<file path="src/core/dgsc_pkg.sv">
/*
 * dgsc_pkg: register indices, field positions, reset values and level units
 * for the dac gain swap control block.
 * assumes: levels are carried in 0.5 dB units of attenuation below full scale.
 */
package dgsc_pkg;
    // register indices; byte address is four times the index
    localparam logic [7:0] DGSC_IDX_TRIGGER  = 8'h54;
    localparam logic [7:0] DGSC_IDX_DELAY1   = 8'h57;
    localparam logic [7:0] DGSC_IDX_DELAY2   = 8'h58;
    localparam logic [7:0] DGSC_IDX_DELAY3   = 8'h59;
    localparam logic [7:0] DGSC_IDX_LEVELS   = 8'h5A;
    localparam logic [7:0] DGSC_IDX_GAIN     = 8'h5B;
    localparam logic [7:0] DGSC_IDX_STATUS   = 8'h60;

    // field positions
    localparam int DGSC_SIG_LSB   = 4;
    localparam int DGSC_SUBR_BIT  = 6;
    localparam int DGSC_RAMP_BIT  = 5;
    localparam int DGSC_ST_ARMED  = 15;
    localparam int DGSC_ST_PEND   = 14;
    localparam int DGSC_ST_ANA    = 8;

    // reset values
    localparam logic [5:0] DGSC_RST_TRIGGER  = 6'h24;
    localparam logic [7:0] DGSC_RST_DELAY1   = 8'hA3;
    localparam logic [7:0] DGSC_RST_DELAY2   = 8'h31;
    localparam logic [6:0] DGSC_RST_DELAY3   = 7'h11;
    localparam logic [3:0] DGSC_RST_SIGNAL   = 4'h0;
    localparam logic [2:0] DGSC_RST_ANTICLIP = 3'h1;
    localparam logic       DGSC_RST_SUBR     = 1'b1;
    localparam logic       DGSC_RST_RAMP     = 1'b1;
    localparam logic [4:0] DGSC_RST_STEPS    = 5'h14;

    // level units, in 0.5 dB
    localparam logic [7:0] DGSC_HALF_6DB     = 8'h0C;
    localparam logic [7:0] DGSC_HALF_1P5_W   = 8'h03;
    localparam logic [6:0] DGSC_STEP_COARSE  = 7'h03;
    localparam logic [6:0] DGSC_STEP_FINE    = 7'h01;
    localparam logic [6:0] DGSC_STEP_JUMP    = 7'h7F;
    localparam logic [3:0] DGSC_SIG_TOP_CODE = 4'hF;
    localparam logic [7:0] DGSC_SIG_TOP_ATT  = 8'hB4;

    typedef enum logic [0:0] {
        DGSC_ST_IDLE = 1'b0,
        DGSC_ST_WAIT = 1'b1
    } dgsc_state_t;
endpackage : dgsc_pkg

</file>
<file path="src/core/dgsc_core.sv">
/*
 * dgsc_core: dac gain swap control with its apb register slave. moves gain
 * from the analogue stage into the digital stage while the signal is quiet,
 * ramps it at frame starts and releases the analogue update after a sync delay.
 * assumes: fs16_en, fs8_en, frame_start, voice_mode, fast_rate and sig_atten
 * come from dac path logic on pclk; the fs enables are one-cycle pulses.
 */
`timescale 1ns/1ps
module dgsc_core
    import dgsc_pkg::*;
#(
    parameter int ADDR_W = 12
) (
    input  wire logic              pclk,
    input  wire logic              presetn,
    input  wire logic              psel,
    input  wire logic              penable,
    input  wire logic              pwrite,
    input  wire logic [ADDR_W-1:0] paddr,
    input  wire logic [31:0]       pwdata,
    output logic      [31:0]       prdata,
    output logic                   pready,
    output logic                   pslverr,
    input  wire logic              fs16_en,
    input  wire logic              fs8_en,
    input  wire logic              frame_start,
    input  wire logic              voice_mode,
    input  wire logic              fast_rate,
    input  wire logic [7:0]        sig_atten,
    output logic      [6:0]        dig_gain,
    output logic      [6:0]        ana_gain,
    output logic                   swap_active
);
    // 6 dB per code level decode, shared by start and anti-clip levels
    function automatic logic [7:0] lvl6(input logic [3:0] code);
        lvl6 = 8'(code * DGSC_HALF_6DB);
    endfunction : lvl6

    logic [5:0]  trig_r, trig_nxt;
    logic [7:0]  delay1_r, delay1_nxt;
    logic [7:0]  fast_rate_sync_delay_r, fast_rate_sync_delay_nxt;
    logic [6:0]  voice_sync_delay_field_r, voice_sync_delay_field_nxt;
    logic [3:0]  sig_lvl_r, sig_lvl_nxt;
    logic [2:0]  anticlip_r, anticlip_nxt;
    logic        subr_en_r, subr_en_nxt;
    logic        ramp_en_r, ramp_en_nxt;
    logic [4:0]  steps_r, steps_nxt;
    logic [31:0] prdata_r, prdata_nxt;
    logic        pready_r, pready_nxt;
    logic        pslverr_r, pslverr_nxt;

    logic        armed_r, armed_nxt;
    logic [6:0]  dig_r, dig_nxt;
    logic [6:0]  ana_r, ana_nxt;
    logic [7:0]  cnt_r, cnt_nxt;
    dgsc_state_t st_r, st_nxt;

    logic [7:0]  idx;
    logic        wr_go;
    logic        clip, below, changed, tick;
    logic [6:0]  full, target, step;
    logic [7:0]  dly, sig_thr;

    assign idx = paddr[9:2];
    assign wr_go = psel && penable && pready_r && pwrite;

    // one wait state: pready rises in the second access cycle
    always_comb begin
        trig_nxt = trig_r;
        delay1_nxt = delay1_r;
        fast_rate_sync_delay_nxt = fast_rate_sync_delay_r;
        voice_sync_delay_field_nxt = voice_sync_delay_field_r;
        sig_lvl_nxt = sig_lvl_r;
        anticlip_nxt = anticlip_r;
        subr_en_nxt = subr_en_r;
        ramp_en_nxt = ramp_en_r;
        steps_nxt = steps_r;
        pready_nxt = psel && penable && !pready_r;
        prdata_nxt = prdata_r;
        pslverr_nxt = 1'b0;
        if (pready_nxt) begin
            prdata_nxt = 32'h0000_0000;
            case (idx)
                DGSC_IDX_TRIGGER: prdata_nxt[5:0] = trig_r;
                DGSC_IDX_DELAY1:  prdata_nxt[7:0] = delay1_r;
                DGSC_IDX_DELAY2:  prdata_nxt[7:0] = fast_rate_sync_delay_r;
                DGSC_IDX_DELAY3:  prdata_nxt[6:0] = voice_sync_delay_field_r;
                DGSC_IDX_LEVELS: begin
                    prdata_nxt[DGSC_SIG_LSB+:4] = sig_lvl_r;
                    prdata_nxt[2:0] = anticlip_r;
                end
                DGSC_IDX_GAIN: begin
                    prdata_nxt[DGSC_SUBR_BIT] = subr_en_r;
                    prdata_nxt[DGSC_RAMP_BIT] = ramp_en_r;
                    prdata_nxt[4:0] = steps_r;
                end
                DGSC_IDX_STATUS: begin
                    prdata_nxt[DGSC_ST_ARMED] = armed_r;
                    prdata_nxt[DGSC_ST_PEND] = (st_r == DGSC_ST_WAIT);
                    prdata_nxt[DGSC_ST_ANA+:6] = ana_r[5:0];
                    prdata_nxt[6:0] = dig_r;
                end
                // unmapped index: error, zero data, any write dropped
                default: pslverr_nxt = 1'b1;
            endcase
        end
        if (wr_go) begin
            case (idx)
                DGSC_IDX_TRIGGER: trig_nxt = pwdata[5:0];
                DGSC_IDX_DELAY1:  delay1_nxt = pwdata[7:0];
                DGSC_IDX_DELAY2:  fast_rate_sync_delay_nxt = pwdata[7:0];
                DGSC_IDX_DELAY3:  voice_sync_delay_field_nxt = pwdata[6:0];
                DGSC_IDX_LEVELS: begin
                    sig_lvl_nxt = pwdata[DGSC_SIG_LSB+:4];
                    anticlip_nxt = pwdata[2:0];
                end
                DGSC_IDX_GAIN: begin
                    subr_en_nxt = pwdata[DGSC_SUBR_BIT];
                    ramp_en_nxt = pwdata[DGSC_RAMP_BIT];
                    steps_nxt = pwdata[4:0];
                end
                default: ;
            endcase
        end
    end

    always_ff @(posedge pclk or negedge presetn) begin
        if (!presetn) begin
            trig_r <= DGSC_RST_TRIGGER;
            delay1_r <= DGSC_RST_DELAY1;
            fast_rate_sync_delay_r <= DGSC_RST_DELAY2;
            voice_sync_delay_field_r <= DGSC_RST_DELAY3;
            sig_lvl_r <= DGSC_RST_SIGNAL;
            anticlip_r <= DGSC_RST_ANTICLIP;
            subr_en_r <= DGSC_RST_SUBR;
            ramp_en_r <= DGSC_RST_RAMP;
            steps_r <= DGSC_RST_STEPS;
            prdata_r <= 32'h0000_0000;
            pready_r <= 1'b0;
            pslverr_r <= 1'b0;
        end else begin
            trig_r <= trig_nxt;
            delay1_r <= delay1_nxt;
            fast_rate_sync_delay_r <= fast_rate_sync_delay_nxt;
            voice_sync_delay_field_r <= voice_sync_delay_field_nxt;
            sig_lvl_r <= sig_lvl_nxt;
            anticlip_r <= anticlip_nxt;
            subr_en_r <= subr_en_nxt;
            ramp_en_r <= ramp_en_nxt;
            steps_r <= steps_nxt;
            prdata_r <= prdata_nxt;
            pready_r <= pready_nxt;
            pslverr_r <= pslverr_nxt;
        end
    end

    always_comb begin
        clip = sig_atten < lvl6({1'b0, anticlip_r});
        sig_thr = (sig_lvl_r == DGSC_SIG_TOP_CODE) ? DGSC_SIG_TOP_ATT : lvl6(sig_lvl_r);
        below = (sig_lvl_r == 4'h0) || (sig_atten > sig_thr);
        armed_nxt = clip ? 1'b0 : (armed_r || below);
        full = 7'({2'b00, steps_r} * DGSC_STEP_COARSE);
        target = (armed_nxt && sig_atten >= 8'({2'b00, trig_r} * DGSC_HALF_1P5_W))
               ? full : 7'h00;
        if (!ramp_en_r)
            step = DGSC_STEP_JUMP;
        else if (subr_en_r)
            step = DGSC_STEP_FINE;
        else
            step = DGSC_STEP_COARSE;
        dig_nxt = dig_r;
        if (clip)
            dig_nxt = 7'h00;
        else if (frame_start) begin
            if (dig_r < target)
                dig_nxt = (target - dig_r > step) ? dig_r + step : target;
            else if (dig_r > target)
                dig_nxt = (dig_r - target > step) ? dig_r - step : target;
        end
        changed = dig_nxt != dig_r;
        // voice mode wins over the fast rate delay
        if (voice_mode) begin
            dly = {1'b0, voice_sync_delay_field_r};
            tick = fs16_en;
        end else begin
            dly = fast_rate ? fast_rate_sync_delay_r : delay1_r;
            tick = fs8_en;
        end
        st_nxt = st_r;
        cnt_nxt = cnt_r;
        ana_nxt = ana_r;
        // a new change restarts the delay so analogue never overtakes digital
        if (changed) begin
            st_nxt = DGSC_ST_WAIT;
            cnt_nxt = dly;
        end else begin
            case (st_r)
                DGSC_ST_IDLE: ;
                DGSC_ST_WAIT: begin
                    if (cnt_r == 8'h00) begin
                        ana_nxt = dig_r;
                        st_nxt = DGSC_ST_IDLE;
                    end else if (tick)
                        cnt_nxt = cnt_r - 8'h01;
                end
                default: st_nxt = DGSC_ST_IDLE;
            endcase
        end
    end

    always_ff @(posedge pclk or negedge presetn) begin
        if (!presetn) begin
            armed_r <= 1'b0;
            dig_r <= 7'h00;
            ana_r <= 7'h00;
            cnt_r <= 8'h00;
            st_r <= DGSC_ST_IDLE;
        end else begin
            armed_r <= armed_nxt;
            dig_r <= dig_nxt;
            ana_r <= ana_nxt;
            cnt_r <= cnt_nxt;
            st_r <= st_nxt;
        end
    end

    assign prdata = prdata_r;
    assign pready = pready_r;
    assign pslverr = pslverr_r;
    assign dig_gain = dig_r;
    assign ana_gain = ana_r;
    assign swap_active = armed_r;

    chk_clip_drops_all: assert property (@(posedge pclk) disable iff (!presetn)
        clip |=> (dig_r == 7'h00) && !armed_r)
        else $error("anti-clip did not drop the swap");
    chk_start_level: assert property (@(posedge pclk) disable iff (!presetn)
        (!armed_r && !below) |=> !armed_r)
        else $error("swap armed above the start level");
    chk_jump_no_ramp: assert property (@(posedge pclk) disable iff (!presetn)
        (frame_start && !clip && !ramp_en_r) |=> dig_r == $past(target))
        else $error("unramped step not applied at once");
    chk_coarse_ramp: assert property (@(posedge pclk) disable iff (!presetn)
        (frame_start && !clip && ramp_en_r && !subr_en_r && dig_r + 7'h03 <= target)
        |=> dig_r == $past(dig_r) + 7'h03)
        else $error("coarse ramp step is not 1.5 dB");
    chk_fine_ramp: assert property (@(posedge pclk) disable iff (!presetn)
        (frame_start && !clip && ramp_en_r && subr_en_r && dig_r < target)
        |=> dig_r == $past(dig_r) + 7'h01)
        else $error("fine ramp step is not 0.5 dB");
    chk_steps_limit: assert property (@(posedge pclk) disable iff (!presetn)
        (dig_r <= full && !(wr_go && idx == DGSC_IDX_GAIN)) |=> dig_r <= $past(full))
        else $error("gain exceeds the maximum step count");
    chk_frame_only: assert property (@(posedge pclk) disable iff (!presetn)
        (!frame_start && !clip) |=> $stable(dig_r))
        else $error("digital gain moved outside a frame start");
    chk_delay_load: assert property (@(posedge pclk) disable iff (!presetn)
        changed |=> (st_r == DGSC_ST_WAIT) && (cnt_r == $past(dly)))
        else $error("sync delay not loaded on gain change");
    chk_voice_tick: assert property (@(posedge pclk) disable iff (!presetn)
        (st_r == DGSC_ST_WAIT && !changed && voice_mode && fs16_en && cnt_r != 8'h00)
        |=> cnt_r == $past(cnt_r) - 8'h01)
        else $error("voice delay not counted on fs16");
    chk_ana_follow: assert property (@(posedge pclk) disable iff (!presetn)
        (st_r == DGSC_ST_WAIT && cnt_r == 8'h00 && !changed)
        |=> (ana_r == $past(dig_r)) && (st_r == DGSC_ST_IDLE))
        else $error("analogue gain did not follow after delay");
    chk_apb_wait: assert property (@(posedge pclk) disable iff (!presetn)
        (psel && penable && !pready_r) |=> pready_r ##1 !pready_r)
        else $error("apb answer not after one wait state");
    // counts only move on the tick of the selected rate
    chk_fast_tick: assert property (@(posedge pclk) disable iff (!presetn)
        (st_r == DGSC_ST_WAIT && !changed && !voice_mode && fs8_en && cnt_r != 8'h00)
        |=> cnt_r == $past(cnt_r) - 8'h01)
        else $error("fs8 delay not counted outside voice mode");
    chk_voice_tick_only: assert property (@(posedge pclk) disable iff (!presetn)
        (st_r == DGSC_ST_WAIT && !changed && voice_mode && !fs16_en)
        |=> cnt_r == $past(cnt_r))
        else $error("voice delay moved without an fs16 tick");
    chk_trigger_level: assert property (@(posedge pclk) disable iff (!presetn)
        (frame_start && !clip && sig_atten < 8'({2'b00, trig_r} * DGSC_HALF_1P5_W))
        |=> dig_r <= $past(dig_r))
        else $error("gain raised above the trigger volume");
    chk_top_code: assert property (@(posedge pclk) disable iff (!presetn)
        (!armed_r && sig_lvl_r == DGSC_SIG_TOP_CODE && sig_atten <= DGSC_SIG_TOP_ATT)
        |=> !armed_r)
        else $error("top start code armed above -90 dB");
    chk_ana_hold: assert property (@(posedge pclk) disable iff (!presetn)
        (st_r == DGSC_ST_IDLE && !changed) |=> $stable(ana_r))
        else $error("analogue gain moved with no pending update");
endmodule : dgsc_core

</file>
<file path="config.mk">
export PLATFORM = sky130hd
export DESIGN_NAME = dgsc_core
export DESIGN_NICKNAME = d
export VERILOG_FILES = /design/src/core/dgsc_pkg.sv /design/src/core/dgsc_core.sv
export SDC_FILE = /design/constraint.sdc
export NUM_CORES = 1
export LEC_CHECK = 0
export ABC_CLOCK_PERIOD_IN_PS = 15300
export BUFFER_PORTS_ARGS = -buffer_cell sky130_fd_sc_hd__buf_2
export CORE_UTILIZATION = 41
export CTS_CLUSTER_SIZE = 28
export DETAILED_ROUTE_END_ITERATION = 8
export GPL_TIMING_DRIVEN = 0
export PLACE_DENSITY = 0.72
export SLEW_MARGIN = 20
export SYNTH_ARGS = -nofsm -noshare
export SYNTH_HDL_FRONTEND = slang
export SYNTH_SLANG_ARGS = --single-unit
export TNS_END_PERCENT = 10
</file>
<file path="constraint.sdc">
create_clock -name pclk -period 15.3 [get_ports pclk]
set_input_delay 3.825 -clock pclk [delete_from_list [all_inputs] [get_ports pclk]]
set_output_delay 3.825 -clock pclk [all_outputs]
set_load 0.005 [all_outputs]
</file>
After elaboration in Yosys (flattened, before gate mapping). Index checks and enable logic that the tools add are counted. Widths: inputs -> output; s select.

Add/sub/neg operators: 5. Multipliers: 4. Order comparisons: 7. Eq/ne operators: 10. Mux-type cells: 29. Bitwise gates (word level): 1. Reduce and logical (&&, ||, !) cells: 21.

Operators by type and width (count): $mux 8 (8); $eq 8x7->1 const B (7); $mux 7 (8); $gt 7x7->1 (3); $pmux 3 s7 (1); $sub 7x7->7 (3); $pmux 2 s7 (1); $pmux 1 s6 (2); $reduce_and 2->1 (6); $ge 8x8->1 (1); $gt 8x8->1 (1); $logic_not 8->1 (1); $lt 8x7->1 (1); $mul 6x2->8 const B (1); $sub 8x1->8 const B (1); $add 7x7->7 (1); $lt 7x7->1 (1); $mul 5x2->7 const B (1); $mux 1 (7); $ne 7x7->1 (1); $reduce_or 7->1 (1); $mul 4x2->6 const B (1); $reduce_and 3->1 (2); $logic_and 1x1->1 (5); other kinds (10) (12).

Flip-flop bits (word level): 85. Input bits: 62. Logic and storage cells: 94.

Depth between registers and ports, before layout.
Depth in word-level cells: 18. Mapped depth: 37.

Worst setup path before layout. OpenSTA, ideal clock, no wires.

Path type: input-to-reg. Start point: in sig_atten[7]. End point: reg cnt_r[7]. Arrival time: 9.162 ns. Required time: 15.175 ns. Path slack: 6.013 ns. Stages: 25. Cell sequence: ha_1 nand2_1 or3_1 o221a_2 nor3_4 buf_2 nand2_1 ha_1 ha_1 a31oi_1 o21bai_1 a21oi_1 o21bai_1 a21oi_1 xnor2_1 ha_1 o41ai_1 clkbuf_1 a211oi_1 a221oi_1 nor3_1 o41ai_2 o211ai_1 buf_6 mux2_4.

Longest elaborated chain between the ends: 16. Elaborated cells between the ends (all ways): 26. Those cells by class: add/sub: 2; order compare: 7; eq/ne: 2; mux: 9; reduce/logical: 6.

RTL lines: start, declared (RTL line dgsc_core.sv:29) `input wire logic [7:0] sig_atten,`; $gt 8x8->1 (RTL line dgsc_core.sv:160) `below = (sig_lvl_r == 4'h0) || (sig_atten > sig_thr);`; $logic_or 1x1->1 (RTL line dgsc_core.sv:160); $logic_or 1x1->1 (RTL line dgsc_core.sv:161) `armed_nxt = clip ? 1'b0 : (armed_r || below);`; $mux 1 (RTL line dgsc_core.sv:161); $logic_and 1x1->1 (RTL line dgsc_core.sv:163) `target = (armed_nxt && sig_atten >= 8'({2'b00, trig_r} * DGSC_HALF_1P5_W))`; $mux 7 (RTL line dgsc_core.sv:164) `? full : 7'h00;`; $sub 7x7->7 (RTL line dgsc_core.sv:178) `dig_nxt = (dig_r - target > step) ? dig_r - step : target;`; $gt 7x7->1 (RTL line dgsc_core.sv:178); $mux 7 (RTL line dgsc_core.sv:178); $mux 7 (RTL line dgsc_core.sv:177) `else if (dig_r > target)`; $mux 7 (RTL line dgsc_core.sv:175) `if (dig_r < target)`; $mux 7 (RTL line dgsc_core.sv:174) `else if (frame_start) begin`; $mux 7 (*) (RTL line dgsc_core.sv:172) `if (clip)`; $ne 7x7->1 (*) (RTL line dgsc_core.sv:180) `changed = dig_nxt != dig_r;`; $ne 2x2->1 (no line) or $reduce_bool 2->1 (tied branches); $reduce_and 3->1 (no line); end signal, assigned (RTL line dgsc_core.sv:222) `cnt_r <= cnt_nxt;`; end, declared (RTL line dgsc_core.sv:55) `logic [7:0] cnt_r, cnt_nxt;`.

Every way passes the cells marked *; elsewhere a longest branch is shown, timed or not. A chain may end at the register's enable or synchronous reset.

Final worst setup path.
Start point: in sig_atten[7]. End point: reg ana_r[5], in the netlist ana_gain[5].

Longest elaborated chain between the ends: 16. Elaborated cells between the ends (all ways): 23. Those cells by class: add/sub: 2; order compare: 7; eq/ne: 1; mux: 8; bitwise: 1; reduce/logical: 4.

RTL lines: $gt 8x8->1 (RTL line dgsc_core.sv:160); $logic_or 1x1->1 (RTL line dgsc_core.sv:160); $logic_or 1x1->1 (RTL line dgsc_core.sv:161); $mux 1 (RTL line dgsc_core.sv:161); $logic_and 1x1->1 (RTL line dgsc_core.sv:163); $mux 7 (RTL line dgsc_core.sv:164); $sub 7x7->7 (RTL line dgsc_core.sv:178); $gt 7x7->1 (RTL line dgsc_core.sv:178); $mux 7 (RTL line dgsc_core.sv:178); $mux 7 (RTL line dgsc_core.sv:177); $mux 7 (RTL line dgsc_core.sv:175); $mux 7 (RTL line dgsc_core.sv:174); $mux 7 (*) (RTL line dgsc_core.sv:172); $ne 7x7->1 (*) (RTL line dgsc_core.sv:180); $not 1->1 (no line) (*); $reduce_and 3->1 (no line) (*); end signal, assigned (RTL line dgsc_core.sv:221) `ana_r <= ana_nxt;`; end, declared (RTL line dgsc_core.sv:54) `logic [6:0] ana_r, ana_nxt;`.

Marked as above.

==> results.sh <==
export IMPL_max_freq_mhz=95.42
export IMPL_multiInputGateArea_sq_um=4438
export IMPL_top_layer="met4"
export IMPL_layout_drive_gt1_share=0.2233
export IMPL_critPathKind="in -> reg"
export IMPL_post_cts_buffers=0
export IMPL_n_antenna_cell=0
export IMPL_fin_tns_setup_ps=0
export IMPL_worstReg2RegStart="trig_r[0]"
export IMPL_avgRoutedWirePerCell_microns=17.24
export IMPL_swShare=0.4519
export IMPL_min_period_ps=10480
export IMPL_final_nets=979
export IMPL_min_path_type="reg -> reg"
export IMPL_die_w_microns=132.3
export IMPL_worstSkewPairLatency_ps=340
export IMPL_ctsResizeCount=0
export IMPL_min_from="prdata[9]"
export IMPL_gp_congestion=0.9505
export IMPL_cpPeakStageDelay_ps=920
export IMPL_slowest_stage="o41ai_1"
export IMPL_antenna_found_initial=0
export IMPL_wl_met2_mm=8.140
export IMPL_clkSinkCount=85
export IMPL_rsz0062_at_grt="false"
export IMPL_regArea_sq_um=2147
export IMPL_drc=0
export IMPL_cts_tree="yes"
export IMPL_drv_cap=0
export IMPL_syn_area_per_cell_sq_um=9.314
export IMPL_synth_edf_count=0
export IMPL_cpMostUsedCell="ha_1"
export IMPL_rows=47
export IMPL_grt_usage=0.2183
export IMPL_synth_yosys_seq_area_share=0.3086
export IMPL_ys_warn_count=0
export IMPL_totalWireLength_mm=18.31
export IMPL_port_buffers=61
export IMPL_power_internal_uw=726.9
export IMPL_placed_cells=1046
export IMPL_gr_total_overflow=0
export IMPL_dieArea_sq_um=17500
export IMPL_holdWs_ps=461.7
export IMPL_p_sw_uw=599.4
export IMPL_syn2layout_area_growth_pct=13.99
export IMPL_grt_pass1_wl_mm=29.88
export IMPL_fin_cells=1062
export IMPL_htree_num_levels=3
export IMPL_drtPass1Iterations=5
export IMPL_cp_data_required_time_ps=15530
export IMPL_cp_buffers_inverters=3
export IMPL_tightestPinTransition_ps=1028
export IMPL_finalHoldViolCount=0
export IMPL_cts_root_buf="clkbuf_16"
export IMPL_status="finished, final reports clean"
export IMPL_p_per_area_nw_per_um2=167.2
export IMPL_num_fill_cells=1591
export IMPL_clkSlewWorstSetupHoldPaths_ps=60
export IMPL_crit_family="compound AO/OA/AOI/OAI gates"
export IMPL_cts_inserted_buffers=9
export IMPL_placed_area_sq_um=7655
export IMPL_syn_instance_count=747
export IMPL_drv_slew=0
export IMPL_syn_cell_area_sq_um=6958
export IMPL_ys_async_sr_fraction=1.000
export IMPL_dp_hpwl_mm=14.57
export IMPL_m1WireLength_mm=8.500
export IMPL_seq_power_share=0.228
export IMPL_yosysUniqueCellTypes=78
export IMPL_cp_arrival_ps=10710
export IMPL_grt_pass1_vias=5657
export IMPL_worst_setup_path_start_kind="input port"
export IMPL_start_util=0.4196
export IMPL_endpoint_kind="register"
export IMPL_min_period_over_period=0.6850
export IMPL_synth_seq_cells=85
export IMPL_grt_max_degree=54
export IMPL_power_share_combinational=0.620
export IMPL_first_iter_violations=428
export IMPL_pwr_share_clk=0.152
export IMPL_clockBufferDepth=2
export IMPL_ant_nets=0
export IMPL_synth_flop_cell="dfrtp_1"
export IMPL_setup_viol=0
export IMPL_core_area_sq_um=16580
export IMPL_wl_met3_mm=1.370
export IMPL_vdd_drop_max_mv=0.08267
export IMPL_viasPerCell=5.511
export IMPL_skew_ps=5.455
export IMPL_vias=5853
export IMPL_io_pins=111
export IMPL_die_y_microns=132.3
export IMPL_leakage_uw=0.003860
export IMPL_design_area_sq_um=7931
export IMPL_cp_max_fo=10
export IMPL_slew_headroom=0.3056
export IMPL_cts_hold_buffers=0
export IMPL_cp_startpoint="sig_atten[7]"
==> Yosys cell counts (3+ instances only) <==
cell,count,share of area
ha_1,73,0.13
dfrtp_1,69,0.25
nand2_1,58,0.031
nor2_1,52,0.028
inv_1,50,0.027
mux2_2,49,0.079
a21oi_1,46,0.033
o21ai_0,28,0.020
clkbuf_1,24,0.013
xnor2_1,23,0.029
nand3_1,20,0.014
mux2i_1,19,0.027
buf_4,17,0.018
dfstp_2,16,0.060
nor3_1,13,0.0094
a21o_1,12,0.013
a211oi_1,11,0.012
xor2_1,10,0.013
a221oi_1,9,0.011
a22oi_1,9,0.0097
nand2b_1,9,0.0081
nor2b_1,8,0.0072
fa_1,7,0.020
a221o_1,6,0.0086
a31oi_1,6,0.0054
nand4_1,6,0.0054
nor3b_1,6,0.0065
o21bai_1,6,0.0065
or3_1,6,0.0054
o21a_1,5,0.0054
and2_1,4,0.0036
nor4_1,4,0.0036
o211ai_1,4,0.0043
buf_2,3,0.0022
o22a_1,3,0.0038
or2_2,3,0.0027
==> routing by layer <==
layer  up-vias  global-route usage
li1       2836                   -
met1      2772              0.3055
met2       214              0.3422
met3        31             0.04652
met4         0             0.05556
met5         -                   0
==> logic make-up (layout without fill, tap and decap cells) <==
| group | count (synthesis) | count (layout) | synth area share |
|---|---|---|---|
| AND/OR/NAND/NOR | 205 | 205 | 0.1457 |
| XOR/XNOR | 33 | 33 | 0.04154 |
| other | 1 | 16 | 0.0005390 |
| flip-flops | 85 | 85 | 0.3086 |
| multiplexers | 70 | 70 | 0.1120 |
| buffers and inverters | 97 | 177 | 0.06420 |
| AO/OA/AOI/OAI | 176 | 176 | 0.1761 |
| adder cells (fa/ha/maj) | 80 | 80 | 0.1514 |
==> state kept, by name, indices dropped and copies added (netlist names), 6 cells and up <==
signal	count
prdata	16
cnt_r	8
delay1_r	8
fast_rate_sync_delay_r	8
ana_gain	7
dig_gain	7
voice_sync_delay_field_r	7
trig_r	6
==> power by group through the flow <==
stage | combinational [uW] | sequential [uW] | clock (uW)
floorplan | 631 | 286 | 0
global placement | 796 | 305 | 0
detailed placement | 813 | 307 | 0
CTS | 817 | 303 | 205
global route | 911 | 307 | 215
finish | 822 | 303 | 201
==> metrics by stage <==
stage / utilization / total power [uW] / setup WS, ps
floorplan: - / 917.1 / 6013
global placement: 0.4580 / 1102 / 4727
detailed placement: 0.4616 / 1120 / 4632
CTS: 0.4783 / 1324 / 4960
global route: 0.4783 / 1433 / 4386
finish: 0.4783 / 1326 / 4820
==> worst reg2reg max path, delay by kind of cell (launching register included) <==
family,cells,cell delay (ps)
compound gates,13,3840
buf+inv,2,690
xor+xnor,2,250
fa+ha+maj,6,1770
flops,1,470
mux,1,370
simple gates,5,1000
==> area by class of cell <==
cell class | instances | share of cell area
well taps | 220 | 0.03471
clock inverters | 7 | 0.006468
flip-flops and latches | 85 | 0.2707
plain buffers | 46 | 0.03218
multi-input cells | 580 | 0.5596
repair buffers | 64 | 0.04386
inverters | 51 | 0.02414
clock buffers | 9 | 0.02840
==> cells in the final DEF (no fill, tap or decap), types with 7 or more instances in the layout <==
cell / instances
dfstp_2: 16
nand2_1: 58
a21oi_1: 46
conb_1: 16
buf_4: 19
xor2_1: 10
nor2b_1: 8
a221oi_1: 9
xnor2_1: 23
nand2b_1: 9
mux2_2: 49
mux2i_1: 19
nand3_1: 20
buf_2: 64
a21o_1: 12
o21ai_0: 28
clkbuf_16: 9
clkbuf_1: 24
nor2_1: 52
inv_1: 50
nor3_1: 12
fa_1: 7
dfrtp_1: 69
a211oi_1: 11
ha_1: 73
a22oi_1: 9
==> worst paths after layout <==
check | cells past startpoint | to | slack (ps)
setup / recovery | 25 | ana_gain[5] | 4820
hold / removal | 2 | prdata[9] | 460
setup reg to reg | 29 | ana_gain[5] | 6780
hold reg to reg | 2 | prdata[9] | 460
max in group asynchronous | 2 | fast_rate_sync_delay_r[4] | 11220
min in group asynchronous | 1 | ana_gain[2] | 3430
Note: power is estimated with default switching activity, not from simulation.
